--- config.mk ---
export PLATFORM = sky130hd
export DESIGN_NAME = ccdgr_regs
export DESIGN_NICKNAME = d
export VERILOG_FILES = /design/src/logic/ccdgr_pkg.sv /design/src/logic/ccdgr_tick_div.sv /design/src/logic/ccdgr_down_cnt.sv /design/src/logic/ccdgr_regs.sv
export SDC_FILE = /design/constraint.sdc
export NUM_CORES = 1
export LEC_CHECK = 0
export BUFFER_PORTS_ARGS = -buffer_cell sky130_fd_sc_hd__clkbuf_2
export CAP_MARGIN = 20
export CORE_MARGIN = 3
export CORE_UTILIZATION = 45
export CTS_BUF_LIST = sky130_fd_sc_hd__clkbuf_16
export DETAILED_ROUTE_END_ITERATION = 10
export GPL_TIMING_DRIVEN = 1
export SYNTH_ARGS = -nofsm -noshare
export SYNTH_HDL_FRONTEND = slang
export SYNTH_SLANG_ARGS = --single-unit
export TNS_END_PERCENT = 50
--- constraint.sdc ---
create_clock -name clk -period 2.8 [get_ports clk]
set_clock_uncertainty 0.1 [all_clocks]
set_input_delay 0.14 -clock clk [delete_from_list [all_inputs] [get_ports clk]]
set_output_delay 0.14 -clock clk [all_outputs]
set_load 0.05 [all_outputs]
--- src/logic/ccdgr_pkg.sv ---
// ccdgr_pkg: offsets, field positions, reset values and timing of the
// readout geometry register bank.
// assumes a 100 MHz clock and the host port's 4-bit byte offsets.
package ccdgr_pkg;

  // --------------------------------------------------------------
  // register offsets on the host port
  // --------------------------------------------------------------
  localparam logic [3:0] OFS_PIXEL_DATA = 4'h0;
  localparam logic [3:0] OFS_MEAS_TEMP = 4'h2;
  localparam logic [3:0] OFS_TRAIL_SKIP = 4'h6;
  localparam logic [3:0] OFS_SETPOINT = 4'h8;
  localparam logic [3:0] OFS_LINE_PIX = 4'hA;
  localparam logic [3:0] OFS_ROW_COUNT = 4'hC;
  localparam logic [3:0] OFS_LEAD_SKIP = 4'hE;

  // --------------------------------------------------------------
  // field positions
  // --------------------------------------------------------------
  localparam int CNT_MSB = 11;
  localparam int OPT_LSB = 12;
  localparam int OPT_MSB = 15;
  localparam int HBIN_LSB = 12;
  localparam int HBIN_MSB = 14;
  localparam int TEMP_MSB = 7;
  localparam int RELAY_LSB = 8;
  localparam int RELAY_MSB = 15;
  localparam int CNT_W = 13;
  localparam int BIN_W = 4;

  // --------------------------------------------------------------
  // reset and fill values
  // --------------------------------------------------------------
  localparam logic [11:0] RST_COUNT = 12'h000;
  localparam logic [3:0] RST_OPT = 4'h0;
  localparam logic [7:0] RST_BYTE = 8'h00;
  localparam logic [2:0] RST_HBIN = 3'h0;
  localparam logic [15:0] RST_WORD = 16'h0000;
  localparam logic [7:0] RSVD_BYTE = 8'h00;

  // --------------------------------------------------------------
  // timing
  // --------------------------------------------------------------
  localparam int CLK_PERIOD_NS = 10;
  localparam int SHIFT_TIME_NS = 100;
  localparam int SHIFT_CYCLES = (SHIFT_TIME_NS + CLK_PERIOD_NS - 1) / CLK_PERIOD_NS;

  // --------------------------------------------------------------
  // line sequencer states
  // --------------------------------------------------------------
  typedef enum logic [1:0] {
    LS_IDLE = 2'b00,
    LS_LEAD = 2'b01,
    LS_DIGI = 2'b11,
    LS_TRAIL = 2'b10
  } ccdgr_state_t;

endpackage : ccdgr_pkg

--- src/logic/ccdgr_tick_div.sv ---
// ccdgr_tick_div: one-cycle enable every DIV clocks while run is high.
// assumes run stays high for the whole of a line or flush.
module ccdgr_tick_div
#(
  parameter int DIV = 10
)
(
  // clock and reset
  input wire logic clk,
  input wire logic arst_n,
  // control
  input wire logic run,
  output logic tick
);

  localparam logic [7:0] LAST = 8'(DIV - 1);

  logic [7:0] cnt_reg;
  logic tick_reg;

  // restart on each run so the first tick is a full period away
  always_ff @(posedge clk or negedge arst_n)
  begin
    if (!arst_n)
    begin
      cnt_reg <= 8'h00;
      tick_reg <= 1'b0;
    end
    else if (!run)
    begin
      cnt_reg <= 8'h00;
      tick_reg <= 1'b0;
    end
    else if (cnt_reg == LAST)
    begin
      cnt_reg <= 8'h00;
      tick_reg <= 1'b1;
    end
    else
    begin
      cnt_reg <= cnt_reg + 8'h01;
      tick_reg <= 1'b0;
    end
  end

  assign tick = tick_reg;

endmodule : ccdgr_tick_div

--- src/logic/ccdgr_down_cnt.sv ---
// ccdgr_down_cnt: loadable down counter flagging its final step.
// assumes load_val is never zero while counting is wanted.
module ccdgr_down_cnt
#(
  parameter int W = 13
)
(
  // clock and reset
  input wire logic clk,
  input wire logic arst_n,
  // control
  input wire logic load,
  input wire logic [W-1:0] load_val,
  input wire logic dec,
  output logic last
);

  logic [W-1:0] cnt_reg;

  // load beats dec so a reload on the final step starts afresh
  always_ff @(posedge clk or negedge arst_n)
  begin
    if (!arst_n)
      cnt_reg <= '0;
    else if (load)
      cnt_reg <= load_val;
    else if (dec && (cnt_reg != '0))
      cnt_reg <= cnt_reg - W'(1);
  end

  assign last = (cnt_reg == W'(1));

endmodule : ccdgr_down_cnt

--- src/logic/ccdgr_regs.sv ---
// ccdgr_regs: readout geometry registers with line and flush sequencing.
// assumes host strobes are one cycle wide and synchronous to clk;
// the pixel source holds pixel_data until pixel_pop.
module ccdgr_regs
  import ccdgr_pkg::*;
(
  // clock and reset
  input wire logic clk,
  input wire logic arst_n,
  // host register port
  input wire logic [3:0] bus_addr,
  input wire logic bus_wr,
  input wire logic bus_rd,
  input wire logic [15:0] bus_wdata,
  output logic [15:0] bus_rdata,
  // readout data
  input wire logic [15:0] pixel_data,
  input wire logic [7:0] temp_raw,
  output logic pixel_pop,
  // sequencing
  input wire logic line_start,
  input wire logic flush_start,
  output logic col_shift,
  output logic adc_sample,
  output logic line_done,
  output logic row_shift,
  output logic frame_done,
  // cooler and factory options
  output logic [7:0] temp_setpoint,
  output logic [7:0] relay_ctrl,
  output logic [3:0] factory_options_a,
  output logic [3:0] factory_options_b,
  output logic [3:0] factory_options_c
);

  // --------------------------------------------------------------
  // declarations
  // --------------------------------------------------------------
  logic [11:0] trail_reg, pix_reg, rows_reg, lead_reg;
  logic [3:0] opt_a_reg, opt_b_reg, opt_c_reg;
  logic [7:0] setpoint_reg, relay_reg;
  logic [2:0] hbin_reg;
  logic [3:0] hbin_line_reg;
  logic [15:0] rdata_reg;
  logic pop_reg, col_reg, adc_reg, ldone_reg, rshift_reg;
  logic frame_reg, row_active_reg;
  ccdgr_state_t state_reg, state_next;
  logic tick, lead_last, pix_last, trail_last, row_last, bin_last;
  logic wr_trail, wr_set, wr_pix, wr_rows, wr_lead;
  logic start_line, in_lead, in_digi, in_trail, sample, row_fin;
  logic [3:0] hbin_eff;

  assign wr_trail = bus_wr && (bus_addr == OFS_TRAIL_SKIP);
  assign wr_set = bus_wr && (bus_addr == OFS_SETPOINT);
  assign wr_pix = bus_wr && (bus_addr == OFS_LINE_PIX);
  assign wr_rows = bus_wr && (bus_addr == OFS_ROW_COUNT);
  assign wr_lead = bus_wr && (bus_addr == OFS_LEAD_SKIP);

  // --------------------------------------------------------------
  // write-only registers
  // --------------------------------------------------------------
  // trailing skip capture
  always_ff @(posedge clk or negedge arst_n)
  begin
    if (!arst_n)
    begin
      trail_reg <= RST_COUNT;
      opt_b_reg <= RST_OPT;
    end
    else if (wr_trail)
    begin
      trail_reg <= bus_wdata[CNT_MSB:0];
      opt_b_reg <= bus_wdata[OPT_MSB:OPT_LSB];
    end
  end

  always_ff @(posedge clk or negedge arst_n)
  begin
    if (!arst_n)
    begin
      setpoint_reg <= RST_BYTE;
      relay_reg <= RST_BYTE;
    end
    else if (wr_set)
    begin
      setpoint_reg <= bus_wdata[TEMP_MSB:0];
      relay_reg <= bus_wdata[RELAY_MSB:RELAY_LSB];
    end
  end

  always_ff @(posedge clk or negedge arst_n)
  begin
    if (!arst_n)
    begin
      pix_reg <= RST_COUNT;
      hbin_reg <= RST_HBIN;
    end
    else if (wr_pix)
    begin
      pix_reg <= bus_wdata[CNT_MSB:0];
      hbin_reg <= bus_wdata[HBIN_MSB:HBIN_LSB];
    end
  end

  always_ff @(posedge clk or negedge arst_n)
  begin
    if (!arst_n)
    begin
      rows_reg <= RST_COUNT;
      opt_c_reg <= RST_OPT;
    end
    else if (wr_rows)
    begin
      rows_reg <= bus_wdata[CNT_MSB:0];
      opt_c_reg <= bus_wdata[OPT_MSB:OPT_LSB];
    end
  end

  always_ff @(posedge clk or negedge arst_n)
  begin
    if (!arst_n)
    begin
      lead_reg <= RST_COUNT;
      opt_a_reg <= RST_OPT;
    end
    else if (wr_lead)
    begin
      lead_reg <= bus_wdata[CNT_MSB:0];
      opt_a_reg <= bus_wdata[OPT_MSB:OPT_LSB];
    end
  end

  // --------------------------------------------------------------
  // read ports
  // --------------------------------------------------------------
  // pixel read pops
  always_ff @(posedge clk or negedge arst_n)
  begin
    if (!arst_n)
    begin
      rdata_reg <= RST_WORD;
      pop_reg <= 1'b0;
    end
    else
    begin
      pop_reg <= bus_rd && (bus_addr == OFS_PIXEL_DATA);
      if (bus_rd)
      begin
        if (bus_addr == OFS_PIXEL_DATA)
          rdata_reg <= pixel_data;
        else if (bus_addr == OFS_MEAS_TEMP)
          rdata_reg <= {RSVD_BYTE, temp_raw};
        else
          rdata_reg <= RST_WORD;
      end
    end
  end

  // --------------------------------------------------------------
  // line sequencer
  // --------------------------------------------------------------
  assign start_line = (state_reg == LS_IDLE) && line_start;
  assign in_lead = (state_reg == LS_LEAD);
  assign in_digi = (state_reg == LS_DIGI);
  assign in_trail = (state_reg == LS_TRAIL);
  assign sample = in_digi && tick && bin_last;
  assign hbin_eff = (hbin_reg == RST_HBIN) ? 4'h1 : {1'b0, hbin_reg};

  ccdgr_tick_div #(.DIV(SHIFT_CYCLES)) u_tick (
    .clk(clk),
    .arst_n(arst_n),
    .run((state_reg != LS_IDLE) || row_active_reg),
    .tick(tick)
  );

  ccdgr_down_cnt #(.W(CNT_W)) u_lead (
    .clk(clk),
    .arst_n(arst_n),
    .load(start_line),
    .load_val({lead_reg == RST_COUNT, lead_reg}),
    .dec(in_lead && tick),
    .last(lead_last)
  );

  ccdgr_down_cnt #(.W(CNT_W)) u_pix (
    .clk(clk),
    .arst_n(arst_n),
    .load(start_line),
    .load_val({pix_reg == RST_COUNT, pix_reg}),
    .dec(sample),
    .last(pix_last)
  );

  ccdgr_down_cnt #(.W(BIN_W)) u_bin (
    .clk(clk),
    .arst_n(arst_n),
    .load(start_line || sample),
    .load_val(start_line ? hbin_eff : hbin_line_reg),
    .dec(in_digi && tick),
    .last(bin_last)
  );

  ccdgr_down_cnt #(.W(CNT_W)) u_trail (
    .clk(clk),
    .arst_n(arst_n),
    .load(start_line),
    .load_val({trail_reg == RST_COUNT, trail_reg}),
    .dec(in_trail && tick),
    .last(trail_last)
  );

  // binning frozen per line; mid-line writes apply next line
  always_ff @(posedge clk or negedge arst_n)
  begin
    if (!arst_n)
      hbin_line_reg <= 4'h1;
    else if (start_line)
      hbin_line_reg <= hbin_eff;
  end

  always_comb
  begin
    state_next = state_reg;
    unique case (state_reg)
      LS_IDLE:
        if (line_start)
          state_next = LS_LEAD;
      LS_LEAD:
        if (tick && lead_last)
          state_next = LS_DIGI;
      LS_DIGI:
        if (sample && pix_last)
          state_next = LS_TRAIL;
      LS_TRAIL:
        if (tick && trail_last)
          state_next = LS_IDLE;
    endcase
  end

  always_ff @(posedge clk or negedge arst_n)
  begin
    if (!arst_n)
      state_reg <= LS_IDLE;
    else
      state_reg <= state_next;
  end

  always_ff @(posedge clk or negedge arst_n)
  begin
    if (!arst_n)
    begin
      col_reg <= 1'b0;
      adc_reg <= 1'b0;
      ldone_reg <= 1'b0;
    end
    else
    begin
      col_reg <= tick && (state_reg != LS_IDLE);
      adc_reg <= sample;
      ldone_reg <= in_trail && tick && trail_last;
    end
  end

  // --------------------------------------------------------------
  // row flush and frame complete
  // --------------------------------------------------------------
  // a new flush request cancels a finish in the same cycle
  assign row_fin = row_active_reg && tick && row_last && !flush_start;

  ccdgr_down_cnt #(.W(CNT_W)) u_row (
    .clk(clk),
    .arst_n(arst_n),
    .load(flush_start),
    .load_val({rows_reg == RST_COUNT, rows_reg}),
    .dec(row_active_reg && tick),
    .last(row_last)
  );

  always_ff @(posedge clk or negedge arst_n)
  begin
    if (!arst_n)
    begin
      row_active_reg <= 1'b0;
      frame_reg <= 1'b0;
      rshift_reg <= 1'b0;
    end
    else
    begin
      rshift_reg <= row_active_reg && tick;
      if (flush_start)
        row_active_reg <= 1'b1;
      else if (row_fin)
        row_active_reg <= 1'b0;
      if (row_fin)
        frame_reg <= 1'b1;
      else if (flush_start)
        frame_reg <= 1'b0;
    end
  end

  // --------------------------------------------------------------
  // outputs
  // --------------------------------------------------------------
  assign bus_rdata = rdata_reg;
  assign pixel_pop = pop_reg;
  assign col_shift = col_reg;
  assign adc_sample = adc_reg;
  assign line_done = ldone_reg;
  assign row_shift = rshift_reg;
  assign frame_done = frame_reg;
  assign temp_setpoint = setpoint_reg;
  assign relay_ctrl = relay_reg;
  assign factory_options_a = opt_a_reg;
  assign factory_options_b = opt_b_reg;
  assign factory_options_c = opt_c_reg;

  // --------------------------------------------------------------
  // checks
  // --------------------------------------------------------------
  logic [12:0] phase_n_reg, samp_n_reg, row_n_reg;
  logic [12:0] lead_tgt_reg, pix_tgt_reg, trail_tgt_reg, rows_tgt_reg;
  logic [3:0] bin_n_reg;

  always_ff @(posedge clk or negedge arst_n)
  begin
    if (!arst_n)
    begin
      phase_n_reg <= 13'h0000;
      samp_n_reg <= 13'h0000;
      bin_n_reg <= 4'h0;
      lead_tgt_reg <= 13'h0000;
      pix_tgt_reg <= 13'h0000;
      trail_tgt_reg <= 13'h0000;
    end
    else
    begin
      if (state_next != state_reg)
        phase_n_reg <= 13'h0000;
      else if (tick)
        phase_n_reg <= phase_n_reg + 13'h0001;
      if (start_line)
        samp_n_reg <= 13'h0000;
      else if (sample)
        samp_n_reg <= samp_n_reg + 13'h0001;
      if (start_line || sample)
        bin_n_reg <= 4'h0;
      else if (in_digi && tick)
        bin_n_reg <= bin_n_reg + 4'h1;
      if (start_line)
      begin
        lead_tgt_reg <= {lead_reg == RST_COUNT, lead_reg};
        pix_tgt_reg <= {pix_reg == RST_COUNT, pix_reg};
        trail_tgt_reg <= {trail_reg == RST_COUNT, trail_reg};
      end
    end
  end

  always_ff @(posedge clk or negedge arst_n)
  begin
    if (!arst_n)
    begin
      row_n_reg <= 13'h0000;
      rows_tgt_reg <= 13'h0000;
    end
    else if (flush_start)
    begin
      row_n_reg <= 13'h0000;
      rows_tgt_reg <= {rows_reg == RST_COUNT, rows_reg};
    end
    else if (row_active_reg && tick)
      row_n_reg <= row_n_reg + 13'h0001;
  end
endmodule : ccdgr_regs

; Word level (Yosys, flattened, before mapping)
; Cells that the tools add are included.
[classes]
n_addsub = 6
n_eq_ne = 19
mux = 27
reduce_logical = 47
[ops]
columns = op, n
row1 = $mux 13, 8
row2 = $eq 13x1->1 const B, 4
row3 = $reduce_bool 13->1, 4
row4 = $sub 13x1->13 const B, 4
row5 = $logic_not 12->1, 4
row6 = $logic_and 1x1->1, 24
row7 = $mux 8, 3
row8 = $eq 4x4->1 const B, 4
row9 = $mux 16, 1
row10 = $reduce_bool 2->1, 7
row11 = $mux 4, 3
row12 = $add 8x1->8 const B, 1
row13 = $eq 8x4->1 const B, 1
row14 = $mux 2, 4
row15 = $pmux 2 s4, 1
row16 = $mux 1, 6
row17 = $ne 2x1->1 const B, 3
row18 = $eq 2x2->1 const B, 2
row19 = $eq 4x1->1 const B, 1
row20 = $eq 4x2->1 const B, 1
row21 = $eq 4x3->1 const B, 1
row22 = $logic_not 4->1, 1
row23 = $reduce_and 4->1, 1
row24 = $reduce_bool 4->1, 1
row25 = other kinds (8), 9
[totals]
ff_bits = 173
input_bits = 50
output_inout_bits = 50
word_cells = 126

; Logic depth before layout (Yosys ltp)
; Gate-level depths: netlist of run 1.
[depth]
word_depth = 6
depth_mapped = 8
mapped_depth_nobuf = 7

; Hierarchy
; Synthesis of run 1 repeated with hierarchy kept, for this count alone.
[hier_totals]
hier_cells = 743
hier_area_um2 = 8625.8
[by_module_without_submodules]
columns = module, instances, cells_each, area_per_inst_um2, seq_area_each_um2
row1 = ccdgr_regs, 1, 277, 4336.7, 2703.8
row2 = ccdgr_down_cnt at u_lead ..., 4, 99, 892.1, 325.3
row3 = ccdgr_tick_div, 1, 41, 437.9, 225.2
row4 = ccdgr_down_cnt at u_bin, 1, 29, 282.8, 100.1

; Worst setup path before layout of run 1
; No wires, ideal clock.
[synth_path]
kind = reg2reg
startpoint = register u_lead.cnt_reg[0]
endpoint = register u_lead.cnt_reg[8]
setup_ns = 0.123
arrival_time_ns = 1.813
required_ns = 2.577
setup_slack_ns = 0.764
stages_incl_launch_ff = 8
n_path_buf = 0
period_less_slack_ns = 2.036
cell_sequence = dfrtp_1 -> inv_1 -> ha_1 -> or3b_1 -> or3_1 -> nor4_1 -> xnor2_1 -> o21ai_1
[synth_between]
elab_chain_len = 3
elab_cells_between_ends = 6
cone_classes = add/sub: 1 / mux: 2 / reduce/logical: 3
[synth_lines]
columns = item, line_no
row1 = "start, declared", ccdgr_down_cnt.sv:18  ; logic [W-1:0] cnt_reg;
row2 = "start signal, assigned", ccdgr_down_cnt.sv:26  ; cnt_reg <= load_val;
row3 = "start signal, assigned", ccdgr_down_cnt.sv:28  ; cnt_reg <= cnt_reg - W'(1);
row4 = $sub 13x1->13 or $reduce_bool 13->1 (tied branches), "ccdgr_down_cnt.sv:28, ccdgr_down_cnt.sv:27"
row5 = $mux 13 or $logic_and 1x1->1 (tied branches), ccdgr_down_cnt.sv:27  ; else if (dec && (cnt_reg != '0))
row6 = $mux 13 or $reduce_bool 2->1 (tied branches), -
; Parallel ways exist; a longest one is shown, timed or not. The select of a mux whose other input is x is not followed.
; A chain may end at the register's enable or synchronous reset.

; Worst setup path after layout of run 1
[layout_path]
startpoint = register u_trail.cnt_reg[7]
endpoint = register u_trail.cnt_reg[7]
[layout_between]
elab_chain_len = 3
elab_cells_between_ends = 6
cone_classes = add/sub: 1 / mux: 2 / reduce/logical: 3
[layout_lines]
columns = item, line_no
row1 = "start, declared", ccdgr_down_cnt.sv:18
row2 = "start signal, assigned", ccdgr_down_cnt.sv:26
row3 = "start signal, assigned", ccdgr_down_cnt.sv:28
row4 = $sub 13x1->13 or $reduce_bool 13->1 (tied branches), "ccdgr_down_cnt.sv:28, ccdgr_down_cnt.sv:27"
row5 = $mux 13 or $logic_and 1x1->1 (tied branches), ccdgr_down_cnt.sv:27
row6 = $mux 13 or $reduce_bool 2->1 (tied branches), -
; Parallel ways exist; a longest one is shown, timed or not. The select of a mux whose other input is x is not followed.

==> results of run 1 <==
power breakdown:
part	switching [mW]	internal, mW
clock	0.998	1.31
combinational	0.678	0.416
sequential	0.272	2.82
critical path, stage by stage (launching register included):
cell and delay (ns):
dfrtp_1 0.42, nor3_1 0.45, nand4_1 0.32, nand2_1 0.48, o21ai_0 0.18, a221o_1 0.31
worst paths after layout:
kind                       depth (start not counted)                              to  slack [ns]
max                                                5  u_trail.cnt_reg[7]$_DFFE_PN0P_        0.41
min                                                3        trail_reg[6]$_DFFE_PN0P_        0.02
max reg2reg                                        5  u_trail.cnt_reg[7]$_DFFE_PN0P_        0.41
min reg2reg                                        2      hbin_line_reg[1]$_DFF_PN0_        0.38
max in group asynchronous                          3      hbin_line_reg[0]$_DFF_PN1_        1.59
min in group asynchronous                          2   u_lead.cnt_reg[2]$_DFFE_PN0P_        0.23
cells in the final DEF, fill, tap and decap left out, drive strengths merged, types with 2 or more instances in the layout:
cell type,netlist,layout
bufinv,0,2
o22ai,2,2
nand3,23,23
buf,5,10
and2,6,6
or3,7,7
o21ai,47,47
or4,8,8
nor2b,4,4
clkbuf,21,115
mux2,85,85
nand3b,4,4
nor4,21,21
clkinvlp,0,2
a211oi,3,3
ha,17,17
inv,35,41
nand2b,4,4
nor3,28,28
dfrtp,172,172
a221o,9,9
nor3b,3,3
clkinv,0,5
a22oi,8,8
xor2,19,19
a21o,4,4
mux2i,3,3
xnor2,13,13
o31ai,3,3
a31oi,5,5
nand2,55,55
nand4,8,8
a21oi,20,20
dlygate4sd3,0,38
and3,9,9
nand4b,3,3
nor4b,7,7
nor2,58,58
per-layer routing:
metal  vias up  global-route usage
met5         -                   0
met4         0             0.05966
met3        26             0.05053
met2       167              0.3426
met1      3037              0.2737
li1       2884                   -
through the flow:
stage	cell area (µm²)	worst slack, ns	util	cells
final	9797	0.4106	0.5625	1110
after CTS	9797	0.4309	0.5625	1110
after detailed placement	8841	0.4714	0.5076	1040
after global placement	8841	0.6170	0.5076	1040
after global routing	9797	0.1175	0.5625	1110
after floorplan	8071	0.7642	-	733
logic make-up after synthesis:
family | count (synthesis) | share of synthesized area
compound gates | 111 | 0.08557
xor+xnor | 32 | 0.03472
fa+ha+maj | 17 | 0.02635
buf+inv | 61 | 0.03162
flops | 173 | 0.5365
mux | 88 | 0.1223
simple gates | 251 | 0.1629
area by class of cell:
type | instances | share of cell area
Multi-Input combinational cell | 499 | 0.3563
Tap cell | 225 | 0.02874
Sequential cell | 173 | 0.4420
Timing Repair Buffer | 146 | 0.1008
Clock buffer | 17 | 0.04342
Inverter | 35 | 0.01341
Clock inverter | 15 | 0.01533
==> impl_results.md, run 1 <==
* Outcome: complete, no violations
* Bufs on Longest Clock Path at 2
* Layout cell share with drive strength beyond 1 at 0.2644
* Root Buffer: clkbuf_16
* Post-route clock period utilization at 0.8534
* Pleak at 4.303 nW
* Synth Net Count at 800
* Hold slack final at 0.01961 ns
* Clk sink count at around 170
* Worst hold path type: input port to flip-flop
* Worst setup path start: u_trail.cnt_reg[7]$_DFFE_PN0P_
* Critical path peak fanout at 17
* Register area at around 4300 µm²
* Number of synthesized flops with an enable pin at 0
* Area delta synth->final at 21.38%
* Top sig layer: met4
* Post-CTS Setup Inserts at 0
* Global placer's final weighted congestion at 0.8306
* Core area at between 15000 and 20000 µm²
* Worst Path Required at 3.01 ns
* DR iter-0 viols at roughly 450
* Max_slew headroom at 0.4537
* Post-CTS sizing at 0
* Final hold viol count at 0
* Mapped Cells at between 700 and 800
* Commonest cells in the synthesized netlist: 172 x dfrtp_1, 85 x mux2_2, 58 x nor2_1
* Initial antenna violation count at 0
* Min cycle time layout at 2.389 ns
* DRT Pass-1 Iters at 5
* CTS tree: done
* Vias per cell at between 5 and 6
* Setup repair after global routing missed its margin: no
* Final HPWL DP at approximately 13000 µm
* Fillers at 1495
* Fmax at 418.5 MHz
* Vias in the first global route at 6385
* Unique masters post-synth at 55
* WL per Instance at approximately 18 µm
* Ant. Diodes at 0
* R2r startpoint: u_trail.cnt_reg[7]$_DFFE_PN0P_
* Global Route Usage Sum at 0.2072
* Register area share after synthesis at 0.5365
* Nature of the critical path endpoint: flip-flop
* Post-synth top flop: dfrtp_1
* Fin nets at 939
* Antenna-violating nets left at 0
* Crit Path Category: flip-flop to flip-flop
* Post-Route WL at around 20000 µm
* WL met1 at 8905 µm
* Arr. time, crit path at between 2 and 3 ns
* FP Rows at 48
* First-pass GRT wire length at approximately 32000 µm
* Clock Latency Late Sink at around 0.43 ns
* Top cells by area, synth: dfrtp_1 53%, mux2_2 12%, nor2_1 2.7%, ha_1 2.6%, o21ai_0 2.6%
* # IOs at 100
* CTS clk-pin slew, worst paths at 0.06 ns
* Worst vdd rail ir drop at 0.0004859 V
* Most common cell in the netlist: dfrtp_1
* Die area at 19580 µm²
* Total number of vias at a little over 6000
* Routed met2 length at about 9400 µm
* Max_cap viols at 0
* Max-slew violations at 0
* Hold Path Origin: bus_wdata[6]
* Total Power at around 6.5 mW
* Largest net degree at the start of global routing at 87
* Multi-input logic area at 3491 µm²
* I/O Buffers at just under 100
* #FFs+latches synth at around 170
* Fraction of registers with async set or reset after synthesis at 1.000
* Die Y-Extent at 139.9 µm
* TNS Setup at 0 ns
* Cts bufs inserted at 17
* Post-cts hold buffer count at 38
* Most area-hungry cell type in the Yosys netlist: dfrtp_1
* Chip width at between 100 and 150 µm
* Yosys top cell area share at 0.5333
* H-tree levels at 4
* Synthesized area per cell at between 10 and 15 µm²
* Ys Warns at 0
* Number of flip-flops in the largest register at 16
* Gr ovfl total at 0
* Startpoint Class: flip-flop
* Cell Pwr Density at approximately 660 nW/µm²
* Worst-Margin Slew at between 0.8 and 0.9 ns
* Final Setup Violations at 0
* Synthesized area at just over 8000 µm²
* Initial core utilization at 0.4634
* DRC errors left at 0
* Met3 Wirelength at 947 µm
No activity file was read; power rests on OpenSTA's default activity.
==> run 2: changes to the inputs <==
Settings changed: CELL_PAD_IN_SITES_DETAIL_PLACEMENT from default to 2, CELL_PAD_IN_SITES_GLOBAL_PLACEMENT from default to 2, CORE_UTILIZATION 45 to 38, PLACE_DENSITY_LB_ADDON from default to 0.1.
==> run 2 against run 1 <==
Against the previous run:
- flip-flop and latch count is the same
- highest routed layer unchanged
- die area grew 18%
- final area grew 0.60%
- critical endpoint is now u_trail.cnt_reg[8]$_DFFE_PN0P_
- first-iteration DRC count shrank 54%
- non-clock buffer count grew 1
- maximum frequency shrank 7.3%
==> impl_results.md, run 2 (synthesis results as in run 1) <==
* Outcome: complete, no violations (unchanged)
* Initial core utilization at 0.3926 (was 0.4634)
* Die Y-Extent at 151.7 µm (was 139.9 µm)
* CP Cell Sequence: nor3_1 -> nand4_1 -> nand2_1 -> o21ai_0 -> a221o_1 (unchanged)
* Post-CTS Setup Inserts at 0 (unchanged)
* Post-route clock period utilization at 0.9204 (was 0.8534)
* Internal at 4.572 mW (was 4.547 mW)
* Crit Path Category: flip-flop to flip-flop (unchanged)
* Clk pwr share at 0.361 (was 0.356)
* Crit-path max cell delay at 0.53 ns (was 0.48 ns)
* FP Rows at 52 (was 48)
* Total number of vias at 6439 (was 6114)
* Worst-Margin Slew at 0.8443 ns (was 0.8194 ns)
* Placed cells at 1090 (was 1040)
* Final Setup Violations at 0 (unchanged)
* Design Area, Final at 9856 µm² (was 9797 µm²)
* WL per Instance at 22.92 µm (was 17.62 µm)
* Worst vdd rail ir drop at 0.0004137 V (was 0.0004859 V)
* Max_slew headroom at 0.4371 (was 0.4537)
* Die area at 23030 µm² (was 19580 µm²)
* Root Buffer: clkbuf_16 (unchanged)
* Area delta synth->final at 22.11% (was 21.38%)
* Post-Route WL at 26490 µm (was 19560 µm)
* CTS clk-pin slew, worst paths at 0.07 ns (was 0.06 ns)
* Final HPWL DP at 17910 µm (was 13460 µm)
* # IOs at 100 (unchanged)
* Global placer's final weighted congestion at 0.8030 (was 0.8306)
* Core area at 20560 µm² (was 17420 µm²)
* Vias in the first global route at 7446 (was 6385)
* Worst hold path type: input port to flip-flop (unchanged)
* Layout cell share with drive strength beyond 1 at 0.2743 (was 0.2644)
* Fmax at 388.0 MHz (was 418.5 MHz)
* Nature of the critical path endpoint: flip-flop (unchanged)
* Initial antenna violation count at 0 (unchanged)
* Pleak at 4.313 nW (was 4.303 nW)
* Setup repair after global routing missed its margin: no (unchanged)
* Min cycle time layout at 2.577 ns (was 2.389 ns)
* Clock Latency Late Sink at 0.42 ns (was 0.43 ns)
* Comb power frac at 0.173 (was 0.168)
* Chip width at 151.7 µm (was 139.9 µm)
* R2R depth at 5 (unchanged)
* Critical path peak fanout at 17 (unchanged)
* First-pass GRT wire length at 42570 µm (was 32450 µm)
* Antenna-violating nets left at 0 (unchanged)
* Max-slew violations at 0 (unchanged)
* DRT Pass-1 Iters at 4 (was 5)
* Switching pwr at 2.103 mW (was 1.948 mW)
* Number of flip-flops in the largest register at 16 (unchanged)
* Fin nets at 940 (was 939)
* Vias per cell at 5.570 (was 5.508)
* Worst Path Required at 3.00 ns (was 3.01 ns)
* Post-CTS sizing at 0 (unchanged)
* Startpoint Class: flip-flop (unchanged)
* Hold-critical path depth at 3 (unchanged)
* Ant. Diodes at 0 (unchanged)
* Most frequent cells in the layout: 172 x dfrtp_1, 98 x clkbuf_2, 85 x mux2_2, 58 x nor2_1, 55 x nand2_1 (unchanged)
* Final hold viol count at 0 (unchanged)
* Fillers at 2131 (was 1495)
* Placed instance area at 8927 µm² (was 8841 µm²)
* Worst-path cell with the longest stage delay: nand2_1 (unchanged)
* Clk sink count at 173 (unchanged)
* Final non-filler cell total at 1156 (was 1110)
* DR iter-0 viols at 210 (was 454)
* Register share of total power at 0.467 (was 0.476)
* CTS tree: done (unchanged)
* Pre-CTS WS at 0.2839 ns (was 0.4714 ns)
* Largest net degree at the start of global routing at 61 (was 87)
* Cell Pwr Density at 677.2 nW/µm² (was 662.9 nW/µm²)
* DRC errors left at 0 (unchanged)
* Max_cap viols at 0 (unchanged)
* Bufs on Longest Clock Path at 2 (unchanged)
* Gr ovfl total at 0 (unchanged)
* Arr. time, crit path at 2.78 ns (was 2.60 ns)
* TNS Setup at 0 ns (unchanged)
* I/O Buffers at 99 (unchanged)
* Post-cts hold buffer count at 33 (was 38)
* Post-route setup slack at 0.2228 ns (was 0.4106 ns)
* H-tree levels at 4 (unchanged)
* Total Power at 6.675 mW (was 6.495 mW)
* Switching share of power at 0.3150 (was 0.2999)
* Global Route Usage Sum at 0.2419 (was 0.2072)
* Cts bufs inserted at 17 (unchanged)
* Commonest non-fill, non-tap cell in the layout: dfrtp_1 (unchanged)
[run 2: cell count changes in the layout (fill, tap and decap cells not counted)]
cell / delta
nor3_2: +1
inv_6: +2
dlygate4sd3_1: -4
clkinv_2: +1
clkinvlp_4: -1
clkinv_1: -1
buf_4: +6
inv_1: -2
nor3_1: -1
clkinv_4: +1
buf_12: -1
[run 2: area by class of cell]
class	instances	area, µm²	area share
Multi-Input combinational cell	499	3496	0.3547
Clock inverter	15	162.7	0.01650
Sequential cell	173	4330	0.4394
Timing Repair Buffer	147	972.2	0.09864
Clock buffer	17	425.4	0.04316
Tap cell	270	337.8	0.03428
Inverter	35	131.4	0.01333
[run 2: final timing paths]
| kind | end | slack (ns) | from |
|---|---|---|---|
| setup / recovery | u_trail.cnt_reg[8]$_DFFE_PN0P_ | 0.22 | u_trail.cnt_reg[6]$_DFFE_PN0P_ |
| hold / removal | state_reg[0]$_DFFE_PN0P_ | 0.01 | line_start |
| setup reg to reg | u_trail.cnt_reg[8]$_DFFE_PN0P_ | 0.22 | u_trail.cnt_reg[6]$_DFFE_PN0P_ |
| hold reg to reg | hbin_line_reg[1]$_DFF_PN0_ | 0.40 | hbin_line_reg[1]$_DFF_PN0_ |
| max in group asynchronous | hbin_line_reg[0]$_DFF_PN1_ | 1.63 | arst_n |
| min in group asynchronous | u_lead.cnt_reg[0]$_DFFE_PN0P_ | 0.18 | arst_n |
[run 2: through the flow]
step	util	hold slack, ns
final	0.4794	0.01304
after global routing	0.4794	0.01458
after CTS	0.4789	0.0002735
after detailed placement	0.4342	0.07234
after global placement	0.4342	0.05841
after floorplan	-	-0.2556
[run 2: metal layers]
layer	global-route usage	wire [µm]
met4	0.06559	461
met5	0	0
met1	0.3058	11450
met3	0.05086	992
met2	0.4216	13590
[run 2: worst max-delay path, delay by kind of cell, from the launching register on]
family | cells | cell delay, ns
simple gates | 3 | 1.26
compound gates | 2 | 0.62
flops | 1 | 0.46
[run 2: power by group through the flow]
stage	registers (mW)	logic, mW	clock network (mW)
floorplan	3.40	0.397	0
global placement	3.12	1.07	0
detailed placement	3.15	1.12	0
CTS	3.11	1.16	2.45
global route	3.16	1.24	2.57
finish	3.11	1.15	2.41
==> run 3: changes to the inputs <==
Settings changed: RECOVER_POWER from default to 50.
==> run 3 against run 2 <==
Against the previous run:
- the flow now finishes with violations (capacitance limit, slew limit)
- final area is 0.57% lower
- flip-flop and latch count unchanged
- routed wire length increased by 0.18%
- critical path depth did not move
- first-iteration DRC count grew 7.1%
- register-to-register slack about the same
- via count is 0.12% lower
- maximum frequency barely moved
- largest cell class unchanged
- largest power group unchanged
- highest routed layer unchanged
==> impl_results.md, run 3 (synthesis results as in run 1) <==
* Post-route clock period utilization at 0.9205 (was 0.9204)
* Crit Path Category: flip-flop to flip-flop (unchanged)
* Most frequent cells in the layout: 172 x dfrtp_1, 99 x clkbuf_2, 83 x mux2_2, 58 x nor2_1, 55 x nand2_1 (was 172 x dfrtp_1, 98 x clkbuf_2, 85 x mux2_2, 58 x nor2_1, 55 x nand2_1)
* Min cycle time layout at 2.578 ns (was 2.577 ns)
* Fillers at 2146 (was 2131)
* Cts bufs inserted at 17 (unchanged)
* Total number of vias at 6431 (was 6439)
* FP Rows at 52 (unchanged)
* Startpoint Class: flip-flop (unchanged)
* Final Setup Violations at 0 (unchanged)
* Total Power at 6.670 mW (was 6.675 mW)
* Initial antenna violation count at 0 (unchanged)
* Cell Pwr Density at 680.7 nW/µm² (was 677.2 nW/µm²)
* Die Y-Extent at 151.7 µm (unchanged)
* CTS clk-pin slew, worst paths at 0.08 ns (was 0.07 ns)
* R2R depth at 5 (unchanged)
* Root Buffer: clkbuf_16 (unchanged)
* Gr ovfl total at 0 (unchanged)
* Arr. time, crit path at 2.78 ns (about the same)
* Core area at 20560 µm² (unchanged)
* Nature of the critical path endpoint: flip-flop (unchanged)
* Worst setup path start: u_trail.cnt_reg[6]$_DFFE_PN0P_ (unchanged)
* DRC errors left at 0 (unchanged)
* H-tree levels at 4 (unchanged)
* Final HPWL DP at 17910 µm (unchanged)
* Chip width at 151.7 µm (unchanged)
* Setup repair after global routing missed its margin: no (unchanged)
* Fin nets at 940 (unchanged)
* Ant. Diodes at 0 (unchanged)
* Pleak at 4.281 nW (was 4.313 nW)
* Clk sink count at 173 (unchanged)
* Design Area, Final at 9799 µm² (was 9856 µm²)
* # IOs at 100 (unchanged)
* Area delta synth->final at 21.41% (was 22.11%)
* Worst reg2reg path endpoint: u_trail.cnt_reg[8]$_DFFE_PN0P_ (unchanged)
* Global placer's final weighted congestion at 0.8030 (unchanged)
* Worst vdd rail ir drop at 0.0004132 V (was 0.0004137 V)
* Max-slew violations at 61 (was 0)
* DRT Pass-1 Iters at 4 (unchanged)
* Antenna-violating nets left at 0 (unchanged)
* Worst Path Required at 3.00 ns (about the same)
* Layout cell share with drive strength beyond 1 at 0.2619 (was 0.2743)
* Initial core utilization at 0.3926 (unchanged)
* First-pass GRT wire length at 42570 µm (unchanged)
* Fmax at 388.0 MHz (about the same)
* Hold-critical path depth at 3 (unchanged)
* Final hold viol count at 0 (unchanged)
* FF-to-FF setup slack at 0.22 ns (about the same)
* Global Route Usage Sum at 0.2419 (unchanged)
* Max_slew headroom at -0.04061 (was 0.4371)
* Post-Route WL at 26540 µm (was 26490 µm)
* Register area at 4330 µm² (unchanged)
* DR iter-0 viols at 225 (was 210)
* Number of flip-flops in the largest register at 16 (unchanged)
* Critical path peak fanout at 17 (unchanged)
* Bufs on Longest Clock Path at 2 (unchanged)
* Hold slack final at 0.01188 ns (was 0.01304 ns)
* Hold Path End: state_reg[0]$_DFFE_PN0P_ (unchanged)
* Max_cap viols at 1 (was 0)
* WL per Instance at 22.96 µm (was 22.92 µm)
* CTS tree: done (unchanged)
* Multi-input logic area at 3481 µm² (was 3496 µm²)
* Die area at 23030 µm² (unchanged)
* Vias per cell at 5.563 (was 5.570)
* Failing checks: capacitance limit, slew limit
* Commonest non-fill, non-tap cell in the layout: dfrtp_1 (unchanged)
* R2r startpoint: u_trail.cnt_reg[6]$_DFFE_PN0P_ (unchanged)
* TNS Setup at 0 ns (unchanged)
* I/O Buffers at 99 (unchanged)
* Core occupancy in the finished layout at 0.4766 (was 0.4794)
* Placed instance area at 8927 µm² (unchanged)
* Worst-Margin Slew at 1.561 ns (was 0.8443 ns)
* Post-CTS sizing at 0 (unchanged)
* Largest net degree at the start of global routing at 61 (unchanged)
* Clock Latency Late Sink at 0.42 ns (about the same)
* Outcome: finished with violations (was complete, no violations)
* Worst hold path type: input port to flip-flop (unchanged)
* Hold Path Origin: line_start (unchanged)
* Vias in the first global route at 7446 (unchanged)
run 3: layout make-up:
type,instances,share of cell area
inverters,35,0.01341
clock buffers,17,0.04341
flip-flops and latches,173,0.4419
well taps,270,0.03447
clock inverters,15,0.01660
multi-input cells,499,0.3552
repair buffers,147,0.09499
run 3: per-layer routing:
| layer | vias up | GRT usage | part of all wire |
|---|---|---|---|
| met1 | 3366 | 0.3058 | 0.43 |
| met4 | 0 | 0.06559 | 0.017 |
| met2 | 142 | 0.4216 | 0.51 |
| met5 | - | 0 | 0 |
| li1 | 2887 | - | - |
| met3 | 36 | 0.05086 | 0.038 |
run 3: worst max-delay path by stage:
stage	to	cells past startpoint
2_1_floorplan	u_lead.cnt_reg[8]$_DFFE_PN0P_	7
3_3_place_gp	u_trail.cnt_reg[8]$_DFFE_PN0P_	5
3_5_place_dp	u_trail.cnt_reg[8]$_DFFE_PN0P_	5
4_1_cts	u_trail.cnt_reg[8]$_DFFE_PN0P_	5
5_1_grt	u_trail.cnt_reg[8]$_DFFE_PN0P_	5
6_report	u_trail.cnt_reg[8]$_DFFE_PN0P_	5
run 3: report_power, final:
group	internal, mW	switching, mW	leakage, nW
clock	1.33	1.07	0.292
sequential	2.81	0.302	2.12
combinational	0.418	0.729	1.87
run 3: critical path, stage by stage, from the launching register on:
cell	delay (ns)
dfrtp_1	0.46
nor3_1	0.43
nand4_1	0.30
nand2_1	0.53
o21ai_0	0.27
a221o_1	0.35
run 3: per-stage QoR:
stage | cells | worst slack, ns
floorplan | 733 | 0.7642
global placement | 1090 | 0.5594
detailed placement | 1090 | 0.2839
CTS | 1155 | 0.2436
global route | 1156 | 0.04154
finish | 1156 | 0.2225
run 3: repair_timing:
action,in CTS,in global routing
buffers inserted,0,0
hold buffers,33,1
endpoints found under the hold margin,109,1
